`config.mk`:
```
export PLATFORM = sky130hd
export DESIGN_NAME = mlr_exec
export DESIGN_NICKNAME = d
export VERILOG_FILES = /design/src/mlr_pkg.sv /design/src/mlr_exec.sv
export SDC_FILE = /design/constraint.sdc
export NUM_CORES = 1
export LEC_CHECK = 0
export ABC_AREA = 1
export BUFFER_PORTS_ARGS = -buffer_cell sky130_fd_sc_hd__buf_2
export CAP_MARGIN = 25
export CORE_MARGIN = 2
export CORE_UTILIZATION = 62
export CTS_CLUSTER_SIZE = 30
export DETAILED_ROUTE_END_ITERATION = 10
export GPL_ROUTABILITY_DRIVEN = 0
export PLACE_DENSITY = 0.87
export SYNTH_ARGS = -nofsm -noshare
export SYNTH_HDL_FRONTEND = slang
export SYNTH_SLANG_ARGS = --single-unit
```
`constraint.sdc`:
```
create_clock -name hclk -period 5.88 [get_ports hclk]
set_input_delay 1.176 -clock hclk [delete_from_list [all_inputs] [get_ports hclk]]
set_output_delay 1.176 -clock hclk [all_outputs]
set_load 0.01 [all_outputs]
```
`src/mlr_pkg.sv`:
```
`default_nettype none
package mlr_pkg;
    // register byte offsets
    localparam logic [7:0] MLR_OFS_CMD = 8'h00;
    localparam logic [7:0] MLR_OFS_OPERAND = 8'h04;
    localparam logic [7:0] MLR_OFS_ACC = 8'h08;
    localparam logic [7:0] MLR_OFS_FLAGS = 8'h0C;
    localparam logic [7:0] MLR_OFS_RESULT = 8'h10;

    // field positions
    localparam int MLR_POS_IMM = 8;
    localparam int MLR_POS_MEM_WRITTEN = 8;
    localparam int MLR_POS_SKIP = 9;
    localparam int MLR_POS_CYCLES = 10;
    localparam int MLR_POS_BUSY = 12;

    // reset values
    localparam logic [7:0] MLR_RST_BYTE = 8'h00;
    localparam logic [4:0] MLR_RST_OP = 5'h00;

    // cycle counts of an executed instruction
    localparam logic [1:0] MLR_CYC_NORMAL = 2'h1;
    localparam logic [1:0] MLR_CYC_SKIP = 2'h2;

    // operation codes written to the command register
    localparam logic [4:0] MLR_OP_NOP = 5'h00;
    localparam logic [4:0] MLR_OP_LOAD_IMMEDIATE_ACC = 5'h01;
    localparam logic [4:0] MLR_OP_MOVE_ACC_MEM = 5'h02;
    localparam logic [4:0] MLR_OP_ROTATE_LEFT_MEM = 5'h03;
    localparam logic [4:0] MLR_OP_ROTATE_LEFT_TO_ACC = 5'h04;
    localparam logic [4:0] MLR_OP_ROTATE_LEFT_CARRY_MEM = 5'h05;
    localparam logic [4:0] MLR_OP_ROTATE_LEFT_CARRY_TO_ACC = 5'h06;
    localparam logic [4:0] MLR_OP_ROTATE_RIGHT_MEM = 5'h07;
    localparam logic [4:0] MLR_OP_ROTATE_RIGHT_TO_ACC = 5'h08;
    localparam logic [4:0] MLR_OP_ROTATE_RIGHT_CARRY_MEM = 5'h09;
    localparam logic [4:0] MLR_OP_ROTATE_RIGHT_CARRY_TO_ACC = 5'h0A;
    localparam logic [4:0] MLR_OP_OR_ACC_MEM = 5'h0B;
    localparam logic [4:0] MLR_OP_OR_ACC_IMM = 5'h0C;
    localparam logic [4:0] MLR_OP_OR_TO_MEM = 5'h0D;
    localparam logic [4:0] MLR_OP_SUBTRACT_WITH_BORROW = 5'h0E;
    localparam logic [4:0] MLR_OP_SUBTRACT_WITH_BORROW_MEM = 5'h0F;
    localparam logic [4:0] MLR_OP_DECREMENT_SKIP_ZERO = 5'h10;
    localparam logic [4:0] MLR_OP_DECREMENT_SKIP_ZERO_TO_ACC = 5'h11;

    localparam logic [1:0] MLR_HTRANS_NONSEQ = 2'h2;

    typedef struct packed {
        logic overflow_flag;
        logic zero;
        logic aux_carry_flag;
        logic carry;
    } mlr_flags_type;

    typedef struct packed {
        logic [7:0] acc;
        logic [7:0] mem;
        mlr_flags_type flags;
        logic mem_written;
        logic skip;
    } mlr_exec_type;

    typedef enum logic [1:0] {
        MLR_IDLE,
        MLR_EXEC,
        MLR_DUMMY
    } mlr_state_type;
endpackage
`default_nettype wire

```
`src/mlr_exec.sv`:
```
// Implementation choices: register access over AHB-Lite and the register offsets.
`default_nettype none
// Behaviour
// - immediate load puts the instruction constant into the accumulator, flags untouched
// - memory rotate left through carry: bit 7 to carry, old carry to bit 0
// - rotate left through carry to accumulator changes only the carry flag
// - rotate left through carry to accumulator leaves the memory byte alone
// - memory rotate right: bit 0 wraps into bit 7, no flag changes
// - rotate right to accumulator: rotated byte into accumulator, no flag changes
// - rotate right to accumulator keeps the memory byte unchanged
// - memory rotate right through carry: bit 0 to carry, old carry to bit 7
// - rotate right through carry to accumulator, carry from bit 0, memory unchanged
// - a met skip condition adds a dummy cycle: two cycles, else one
module mlr_exec
    import mlr_pkg::*;
(
    input wire logic hclk, // system clock
    input wire logic hresetn, // asynchronous reset
    input wire logic hsel, // slave select
    input wire logic [31:0] haddr, // byte address
    input wire logic [1:0] htrans, // transfer type
    input wire logic hwrite, // write strobe
    input wire logic [2:0] hsize, // transfer size
    input wire logic [31:0] hwdata, // write data
    input wire logic hready, // bus ready in
    output logic [31:0] hrdata, // read data
    output logic hreadyout, // slave ready
    output logic hresp // response, always okay
);
    mlr_state_type state_q, state_d;
    logic [4:0] op_q, op_d;
    logic [7:0] mem_in_q, mem_in_d;
    logic [7:0] imm_q, imm_d;
    logic [7:0] acc_q, acc_d;
    mlr_flags_type flags_q, flags_d;
    logic [7:0] mem_res_q, mem_res_d;
    logic mem_wr_q, mem_wr_d;
    logic skip_q, skip_d;
    logic [1:0] cycles_q, cycles_d;
    logic [7:0] addr_q, addr_d;
    logic wr_q, wr_d;
    logic rd_q, rd_d;
    logic [31:0] hrdata_d;
    logic ready_d;
    mlr_exec_type ex;
    logic accept;
    logic wr_done;
    logic [7:0] rd_addr;
    logic [8:0] diff;
    logic [4:0] diff_lo;
    logic [7:0] m;
    logic [7:0] dec;

    assign accept = hsel && hready && (htrans == MLR_HTRANS_NONSEQ);
    assign wr_done = wr_q && hreadyout;
    assign rd_addr = accept ? haddr[7:0] : addr_q;
    assign m = mem_in_q;
    assign dec = m - 8'h01;

    // datapath of the executed operation
    always_comb begin
        ex.acc = acc_q;
        ex.mem = m;
        ex.flags = flags_q;
        ex.mem_written = 1'b0;
        ex.skip = 1'b0;
        diff = {1'b0, acc_q} + {1'b0, ~m} + {8'h00, flags_q.carry};
        diff_lo = {1'b0, acc_q[3:0]} + {1'b0, ~m[3:0]} + {4'h0, flags_q.carry};
        unique case (op_q)
            MLR_OP_LOAD_IMMEDIATE_ACC: begin
                ex.acc = imm_q;
            end
            MLR_OP_MOVE_ACC_MEM: begin
                ex.mem = acc_q;
                ex.mem_written = 1'b1;
            end
            MLR_OP_ROTATE_LEFT_MEM: begin
                ex.mem = {m[6:0], m[7]};
                ex.mem_written = 1'b1;
            end
            MLR_OP_ROTATE_LEFT_TO_ACC: begin
                ex.acc = {m[6:0], m[7]};
            end
            MLR_OP_ROTATE_LEFT_CARRY_MEM: begin
                ex.mem = {m[6:0], flags_q.carry};
                ex.flags.carry = m[7];
                ex.mem_written = 1'b1;
            end
            MLR_OP_ROTATE_LEFT_CARRY_TO_ACC: begin
                ex.acc = {m[6:0], flags_q.carry};
                ex.flags.carry = m[7];
            end
            MLR_OP_ROTATE_RIGHT_MEM: begin
                ex.mem = {m[0], m[7:1]};
                ex.mem_written = 1'b1;
            end
            MLR_OP_ROTATE_RIGHT_TO_ACC: begin
                ex.acc = {m[0], m[7:1]};
            end
            MLR_OP_ROTATE_RIGHT_CARRY_MEM: begin
                ex.mem = {flags_q.carry, m[7:1]};
                ex.flags.carry = m[0];
                ex.mem_written = 1'b1;
            end
            MLR_OP_ROTATE_RIGHT_CARRY_TO_ACC: begin
                ex.acc = {flags_q.carry, m[7:1]};
                ex.flags.carry = m[0];
            end
            MLR_OP_OR_ACC_MEM: begin
                ex.acc = acc_q | m;
                ex.flags.zero = ((acc_q | m) == 8'h00);
            end
            MLR_OP_OR_ACC_IMM: begin
                ex.acc = acc_q | imm_q;
                ex.flags.zero = ((acc_q | imm_q) == 8'h00);
            end
            MLR_OP_OR_TO_MEM: begin
                ex.mem = acc_q | m;
                ex.mem_written = 1'b1;
                ex.flags.zero = ((acc_q | m) == 8'h00);
            end
            MLR_OP_SUBTRACT_WITH_BORROW, MLR_OP_SUBTRACT_WITH_BORROW_MEM: begin
                if (op_q == MLR_OP_SUBTRACT_WITH_BORROW) begin
                    ex.acc = diff[7:0];
                end else begin
                    ex.mem = diff[7:0];
                    ex.mem_written = 1'b1;
                end
                ex.flags.carry = diff[8];
                ex.flags.aux_carry_flag = diff_lo[4];
                ex.flags.zero = (diff[7:0] == 8'h00);
                ex.flags.overflow_flag = (acc_q[7] != m[7]) && (diff[7] != acc_q[7]);
            end
            MLR_OP_DECREMENT_SKIP_ZERO: begin
                ex.mem = dec;
                ex.mem_written = 1'b1;
                ex.skip = (dec == 8'h00);
            end
            MLR_OP_DECREMENT_SKIP_ZERO_TO_ACC: begin
                ex.acc = dec;
                ex.skip = (dec == 8'h00);
            end
            default: begin
                ex.acc = acc_q;
            end
        endcase
    end

    // sequencing, register writes and execution results
    always_comb begin
        state_d = state_q;
        op_d = op_q;
        mem_in_d = mem_in_q;
        imm_d = imm_q;
        acc_d = acc_q;
        flags_d = flags_q;
        mem_res_d = mem_res_q;
        mem_wr_d = mem_wr_q;
        skip_d = skip_q;
        cycles_d = cycles_q;
        unique case (state_q)
            MLR_IDLE: begin
                if (wr_done) begin
                    unique case (addr_q)
                        MLR_OFS_CMD: begin
                            op_d = hwdata[4:0];
                            state_d = MLR_EXEC;
                        end
                        MLR_OFS_OPERAND: begin
                            mem_in_d = hwdata[7:0];
                            imm_d = hwdata[MLR_POS_IMM +: 8];
                        end
                        MLR_OFS_ACC: acc_d = hwdata[7:0];
                        MLR_OFS_FLAGS: flags_d = hwdata[3:0];
                        default: ;
                    endcase
                end
            end
            MLR_EXEC: begin
                acc_d = ex.acc;
                flags_d = ex.flags;
                mem_res_d = ex.mem;
                mem_wr_d = ex.mem_written;
                skip_d = ex.skip;
                cycles_d = ex.skip ? MLR_CYC_SKIP : MLR_CYC_NORMAL;
                state_d = ex.skip ? MLR_DUMMY : MLR_IDLE;
            end
            MLR_DUMMY: begin
                state_d = MLR_IDLE;
            end
        endcase
    end

    // bus phase tracking and read data
    always_comb begin
        addr_d = addr_q;
        wr_d = wr_q;
        rd_d = rd_q;
        if (hreadyout) begin
            addr_d = haddr[7:0];
            wr_d = accept && hwrite;
            rd_d = accept && !hwrite;
        end
        ready_d = (state_d == MLR_IDLE);
        hrdata_d = 32'h0000_0000;
        if (accept || rd_q) begin
            unique case (rd_addr)
                MLR_OFS_CMD: hrdata_d[4:0] = op_d;
                MLR_OFS_OPERAND: hrdata_d[15:0] = {imm_d, mem_in_d};
                MLR_OFS_ACC: hrdata_d[7:0] = acc_d;
                MLR_OFS_FLAGS: hrdata_d[3:0] = flags_d;
                MLR_OFS_RESULT: begin
                    hrdata_d[7:0] = mem_res_d;
                    hrdata_d[MLR_POS_MEM_WRITTEN] = mem_wr_d;
                    hrdata_d[MLR_POS_SKIP] = skip_d;
                    hrdata_d[MLR_POS_CYCLES +: 2] = cycles_d;
                    hrdata_d[MLR_POS_BUSY] = (state_d != MLR_IDLE);
                end
                default: hrdata_d = 32'h0000_0000;
            endcase
        end
    end

    always_ff @(posedge hclk or negedge hresetn) begin
        if (!hresetn) begin
            state_q <= MLR_IDLE;
            op_q <= MLR_RST_OP;
            mem_in_q <= MLR_RST_BYTE;
            imm_q <= MLR_RST_BYTE;
            acc_q <= MLR_RST_BYTE;
            flags_q <= '0;
            mem_res_q <= MLR_RST_BYTE;
            mem_wr_q <= 1'b0;
            skip_q <= 1'b0;
            cycles_q <= 2'h0;
            addr_q <= 8'h00;
            wr_q <= 1'b0;
            rd_q <= 1'b0;
            hrdata <= 32'h0000_0000;
            hreadyout <= 1'b1;
            hresp <= 1'b0;
        end else begin
            state_q <= state_d;
            op_q <= op_d;
            mem_in_q <= mem_in_d;
            imm_q <= imm_d;
            acc_q <= acc_d;
            flags_q <= flags_d;
            mem_res_q <= mem_res_d;
            mem_wr_q <= mem_wr_d;
            skip_q <= skip_d;
            cycles_q <= cycles_d;
            addr_q <= addr_d;
            wr_q <= wr_d;
            rd_q <= rd_d;
            hrdata <= hrdata_d;
            hreadyout <= ready_d;
            hresp <= 1'b0;
        end
    end
endmodule
`default_nettype wire

```
Word level (Yosys, flattened, before mapping)
Index checks and enable logic that the tools add are counted.

cells by class
  reductions and logical operators = 23
  add/subtract/negate cells = 5
  muxes and demuxes = 42
  equality and inequality tests = 29
  bitwise operators = 4

operators by type and width
  kind                                                                    count
  8-bit two-way mux                                                       12
  8-bit case mux with 9 select lines                                      1
  8-bit case mux with 8 select lines                                      1
  8-bit logical NOT                                                       6
  5-bit by 4-bit equality test with 1-bit output (second input constant)  8
  8-bit by 4-bit equality test with 1-bit output (second input constant)  4
  5-bit by 3-bit equality test with 1-bit output (second input constant)  4
  4-bit case mux with 5 select lines                                      1
  8-bit by 3-bit equality test with 1-bit output (second input constant)  2
  16-bit two-way mux                                                      1
  8-bit bitwise OR                                                        2
  8-bit case mux with 2 select lines                                      1
  5-bit two-way mux                                                       3
  5-bit by 2-bit equality test with 1-bit output (second input constant)  2
  5-bit equality test (second input constant)                             2
  2-bit two-way mux                                                       5
  5-bit case mux with 2 select lines                                      1
  2-bit OR reduction                                                      5
  8-bit by 8-bit adder with 9-bit output                                  1
  9-bit by 1-bit adder with 9-bit output                                  1
  3-bit case mux with 3 select lines                                      1
  8-bit by 5-bit equality test with 1-bit output (second input constant)  1
  4-bit two-way mux                                                       2
  8-bit NOT                                                               1
  other kinds (21)                                                        35

word-level totals
  word-level logic and storage cells = 121
  input bits = 74
  bits in registers = 90

Longest topological paths before layout
  depth in word-level cells = 9
  gate-level depth with buffers = 19
  depth with buffers taken out = 19

Worst setup path before layout
OpenSTA, ideal clock, no wires.

  path kind = input port to flip-flop
  from = input port hready
  to = register hrdata[6]
  library setup time = 72 ps
  buffers on the path = 0
  arrival = 2484 ps
  stages on the path = 9
  slack = 3324 ps
  path through = inv_1 -> nor2_1 -> nand3_2 -> o21ai_1 -> nand2_1 -> nor3b_2 -> a21boi_0 -> nor2_1 -> nor2_1

between the ends
  cells in the longest elaborated chain, start to end = 6
  elaborated cells between the ends (all ways) = 9
  classes of those cells = 3 x eq/ne; 3 x mux; 3 x reduce/logical

RTL lines
  what                                                                          RTL line         text
  from (decl)                                                                   mlr_exec.sv:25   input wire logic hready,
  1-bit logical AND * (2 in series)                                             mlr_exec.sv:54   assign accept = hsel && hready && (htrans == MLR_HTRANS_NONSEQ);
  8-bit two-way mux                                                             mlr_exec.sv:56   assign rd_addr = accept ? haddr[7:0] : addr_q;
  8-bit by 5-bit equality test with 1-bit output, or another cell as far along  mlr_exec.sv:207  unique case (rd_addr)
  3-bit case mux with 3 select lines                                            mlr_exec.sv:207
  16-bit two-way mux *                                                          mlr_exec.sv:206  if (accept || rd_q) begin
  named net hrdata_d[6]                                                         mlr_exec.sv:43   logic [31:0] hrdata_d;
  to (signal assigned)                                                          mlr_exec.sv:256  hrdata <= hrdata_d;
  to (decl)                                                                     mlr_exec.sv:26   output logic [31:0] hrdata,

Mark *: on every way through the listed nets, which the timed path passes. The rest lies on a longest branch.
A chain may end at the register's enable or synchronous reset.

Worst setup path in the final report
  from = register flags_q[0] (netlist bit)
  to = register hrdata[2]

between the ends
  cells in the longest elaborated chain, start to end = 6
  elaborated cells between the ends (all ways) = 12
  classes of those cells = 1 x add/sub; 10 x mux; 1 x reduce/logical

RTL lines
  what                                                              RTL line                          text
  from (decl)                                                       mlr_exec.sv:35                    mlr_flags_type flags_q, flags_d;
  from (signal assigned)                                            mlr_exec.sv:248                   flags_q <= flags_d;
  9-bit by 1-bit adder with 9-bit output *                          mlr_exec.sv:67                    diff = {1'b0, acc_q} + {1'b0, ~m} + {8'h00, flags_q.carry};
  8-bit logical NOT / 8-bit two-way mux (equally long branches)     mlr_exec.sv:131, mlr_exec.sv:123
  1-bit case mux with 3 select lines, or another cell as far along  mlr_exec.sv:69                    unique case (op_q)
  4-bit case mux with 2 select lines, or another cell as far along  mlr_exec.sv:161                   unique case (state_q)
  4-bit case mux with 5 select lines *                              mlr_exec.sv:207
  16-bit two-way mux *                                              mlr_exec.sv:206
  named net hrdata_d[2]                                             mlr_exec.sv:43

Marks and branches as above.

==> impl_metrics.py <==
metrics = {
    "global_routing": {
        "grt.overflow.total": 0,
        "first_global_vias": 5775,
        "grt_pass1_wl_um": 28500,
        "grt_max_degree": 75,
        "grt_antenna_before_repair": 0,
        "grt_usage_pct": 35.5,
    },
    "place": {
        "dp_hpwl_um": 13600,
        "io_buffer_count": 47,
        "pre_cts_slack_ns": 2.70,
    },
    "synthesis": {
        "synthMostInstantiatedCell": "nand2_1",
        "synth_area_leader_cell": "dfrtp_1",
        "yosys_warnings": 0,
        "syn_inst": 946,
        "syn_area_per_cell_sq_um": 6.42,
        "synth_top_flop_cell": "dfrtp_1",
        "synthAdderAreaFrac_pct": 4.57,
        "synth-compound-area-share_pct": 8.76,
        "synth_edf_count": 0,
        "synth_seq_cells": 74,
        "synth_top_area_share_pct": 30.1,
        "synth-simple-area-share_pct": 42.5,
        "syn_area_sq_mm": 0.00607,
        "yosysUniqueCellTypes": 49,
        "async_reset_ff_share_pct": 100,
        "netlist_top_cells_count": "nand2_1, inv_1, nor2_1, nand3_1, dfrtp_1",
        "synth_area_leaders": "dfrtp_1, nand2_1, inv_1",
        "ys_seq_area_share_pct": 30.5,
        "synth-xor-area-share_pct": 0.721,
        "synth_top_family_by_area": "simple AND/OR/NAND/NOR gates",
        "synthMuxAreaShare_pct": 0.700,
    },
    "pwr": {
        "vdd_drop_max_mv": 0.146,
        "p_total_mw": 1.18,
        "p_leak_nw": 3.64,
        "p_per_area_mw_per_mm2": 181,
    },
    "cells_and_area": {
        "finalNetCount": 1081,
        "drive_above_1_share_pct": 11.8,
        "syn_to_final_growth_pct": 7.38,
        "utilization_pct": 67.7,
        "antenna_cells": 0,
    },
    "timing": {
        "max_freq_ghz": 0.320,
        "slew-limit-headroom_pct": 38.6,
        "setup_viol": 0,
        "worst_pin_slew_ns": 0.920,
        "maxSlewViolCount": 0,
        "totalNegativeSetupSlack_ns": 0,
        "min_period_over_period_pct": 53.2,
        "finalCriticalPeriod_ns": 3.13,
        "hold_violations": 0,
        "fin_skew_ns": 0.0260,
        "fin_ws_ns": 2.75,
        "rsz0062_at_grt": "no",
    },
    "cts": {
        "cts_buffers": 9,
        "cts_tree": "done",
        "h-tree-depth": 3,
        "root_buffer": "clkbuf_8",
        "clk_pin_slew_ns": 0.08,
        "clk_latency_ns": 0.36,
        "postCtsHoldBufs": 0,
        "cts_setup_buffers": 0,
        "clock_sinks": 74,
        "clockBufferDepth": 2,
        "ctsResizeCount": 0,
    },
    "floorplanning": {
        "ios": 108,
        "floorplan.initialDensity_pct": 63.0,
        "rows": 36,
        "chipHeight_um": 103,
        "die_width_um": 103,
        "dieArea_sq_mm": 0.0106,
        "core_area_sq_mm": 0.00964,
    },
    "min_path": {
        "hp-class": "flip-flop to flip-flop",
    },
    "critical_path": {
        "crit_slowest_cell": "dfrtp_1",
        "critPathArrivalTime_ns": 3.41,
        "cp_slowest_stage_delay_ns": 0.56,
        "crit_required_ns": 6.16,
        "crit_path_end_kind": "flip-flop",
        "cp_max_fo": 7,
        "path_class": "flip-flop to flip-flop",
        "crit_top_cell": "nand2_1",
        "start_kind": "flip-flop",
        "crit_path_cell_trace": "inv_1 > fa_1 > fa_1 > inv_1 > nand2_1 > nand2_1 > nand2_1 > nand2_1 > nand2_1 > nor2_1 > nand2_1 > nor2_1 > nand2_1 > nand2_1 > nand2_1 > a21oi_1 > nor2_1 > nor2_1",
    },
    "detailed_routing": {
        "vias": 6427,
        "dr_wl_met3_um": 2000,
        "wl_per_cell_um": 16.1,
        "vias_per_cell": 5.72,
        "totalWireLength_um": 18100,
        "wl_met2_um": 7850,
        "top_layer": "met4",
        "drc_errors": 0,
        "drt_iter0_markers": 724,
        "ant_nets": 0,
        "wl_met1_um": 7170,
        "dr.pass1.iters": 8,
    },
    "status": {
        "status": "complete, no violations",
    },
    "flow_run": {
        "cap_violations": 0,
    },
}
## metrics by stage
stage | hold WS, ns | instances | cell area, sq um
finish | 0.480 | 1124 | 6520
global route | 0.503 | 1124 | 6520
CTS | 0.485 | 1123 | 6510
detailed placement | 0.467 | 1107 | 6310
global placement | 0.461 | 1107 | 6310
floorplan | 0.445 | 962 | 6130
## layout by cell type, fill, tap and decap left out, types with 2 or more instances in the layout
master / count
clkbuf_8: 9
nand2_1: 296
clkinv_2: 2
nor4_1: 3
nand3_2: 4
nor2_2: 12
mux2i_1: 2
nand3b_1: 7
inv_2: 3
o22ai_1: 5
buf_4: 2
dfrtp_1: 73
nor2_4: 6
mux2_2: 2
o21ai_0: 59
nor3_1: 14
nor2_1: 100
xor2_1: 4
a22oi_1: 3
and2_1: 4
buf_2: 46
fa_1: 2
conb_1: 17
ha_1: 19
nand2_4: 5
o21ai_2: 2
nand4_1: 15
a21oi_1: 16
o21ai_1: 8
nand3_1: 83
nand2_2: 3
inv_1: 132
nor3_4: 3
or2_2: 9
or2_1: 2
## cells by family (layout without fill, tap and decap cells)
group | Yosys count | in the layout
and+or+nand+nor | 570 | 570
buffers and inverters | 172 | 201
AOI/OAI and AO/OA | 99 | 99
DFF | 74 | 74
adders and majority gates | 21 | 21
xor gates and xnor gates | 5 | 5
muxes | 4 | 4
other | 1 | 17
## worst paths after layout
path	startpoint	end	slack, ns	depth (start not counted)
worst min register to register	cycles_q[1]	cycles_q[1]	0.48	2
worst min-delay path	cycles_q[1]	cycles_q[1]	0.48	2
min in group asynchronous	hresetn	hrdata[1]	0.95	1
max in group asynchronous	hresetn	imm_q[6]	4.31	1
worst max register to register	flags_q[0]	hrdata[2]	2.75	18
worst max-delay path	flags_q[0]	hrdata[2]	2.75	18
## worst max-delay path: cells and delay by family (launching register included)
kind / cells / cell delay, ns
buffers and inverters: 2 / 0.29
AND/OR/NAND/NOR: 13 / 1.22
flip-flops: 1 / 0.56
adder cells (fa/ha/maj): 2 / 0.87
AO/OA/AOI/OAI: 1 / 0.13
## registers in the layout (all words and copies together), names as in the netlist
signal / flops
acc_q: 8
addr_q: 8
cycles_q: 2
flags_q: 4
hrdata: 16
hreadyout: 1
imm_q: 8
m: 8
mem_res_q: 8
mem_wr_q: 1
op_q: 5
rd_q: 1
skip_q: 1
state_q: 2
wr_q: 1
## area by class of cell
type | instances | area, sq um
multi-input cells | 716 | 3540
inverters | 136 | 510
flip-flops and latches | 74 | 1850
clock buffers | 10 | 128
fillers | 868 | 3120
well taps | 133 | 166
repair buffers | 49 | 260
clock inverters | 6 | 65.1
## metal layers
metal  vias up  track usage, %
li1       3035               -
met1      2871            48.6
met2       428            53.7
met3        93            6.03
met4         0            19.0
met5         -               0
## power by group
part / switching (mW) / internal (mW)
combinational: 0.137 / 0.0670
clock: 0.214 / 0.197
sequential: 0.0285 / 0.534
total: 0.380 / 0.799
(Power assumes the default switching activity.)
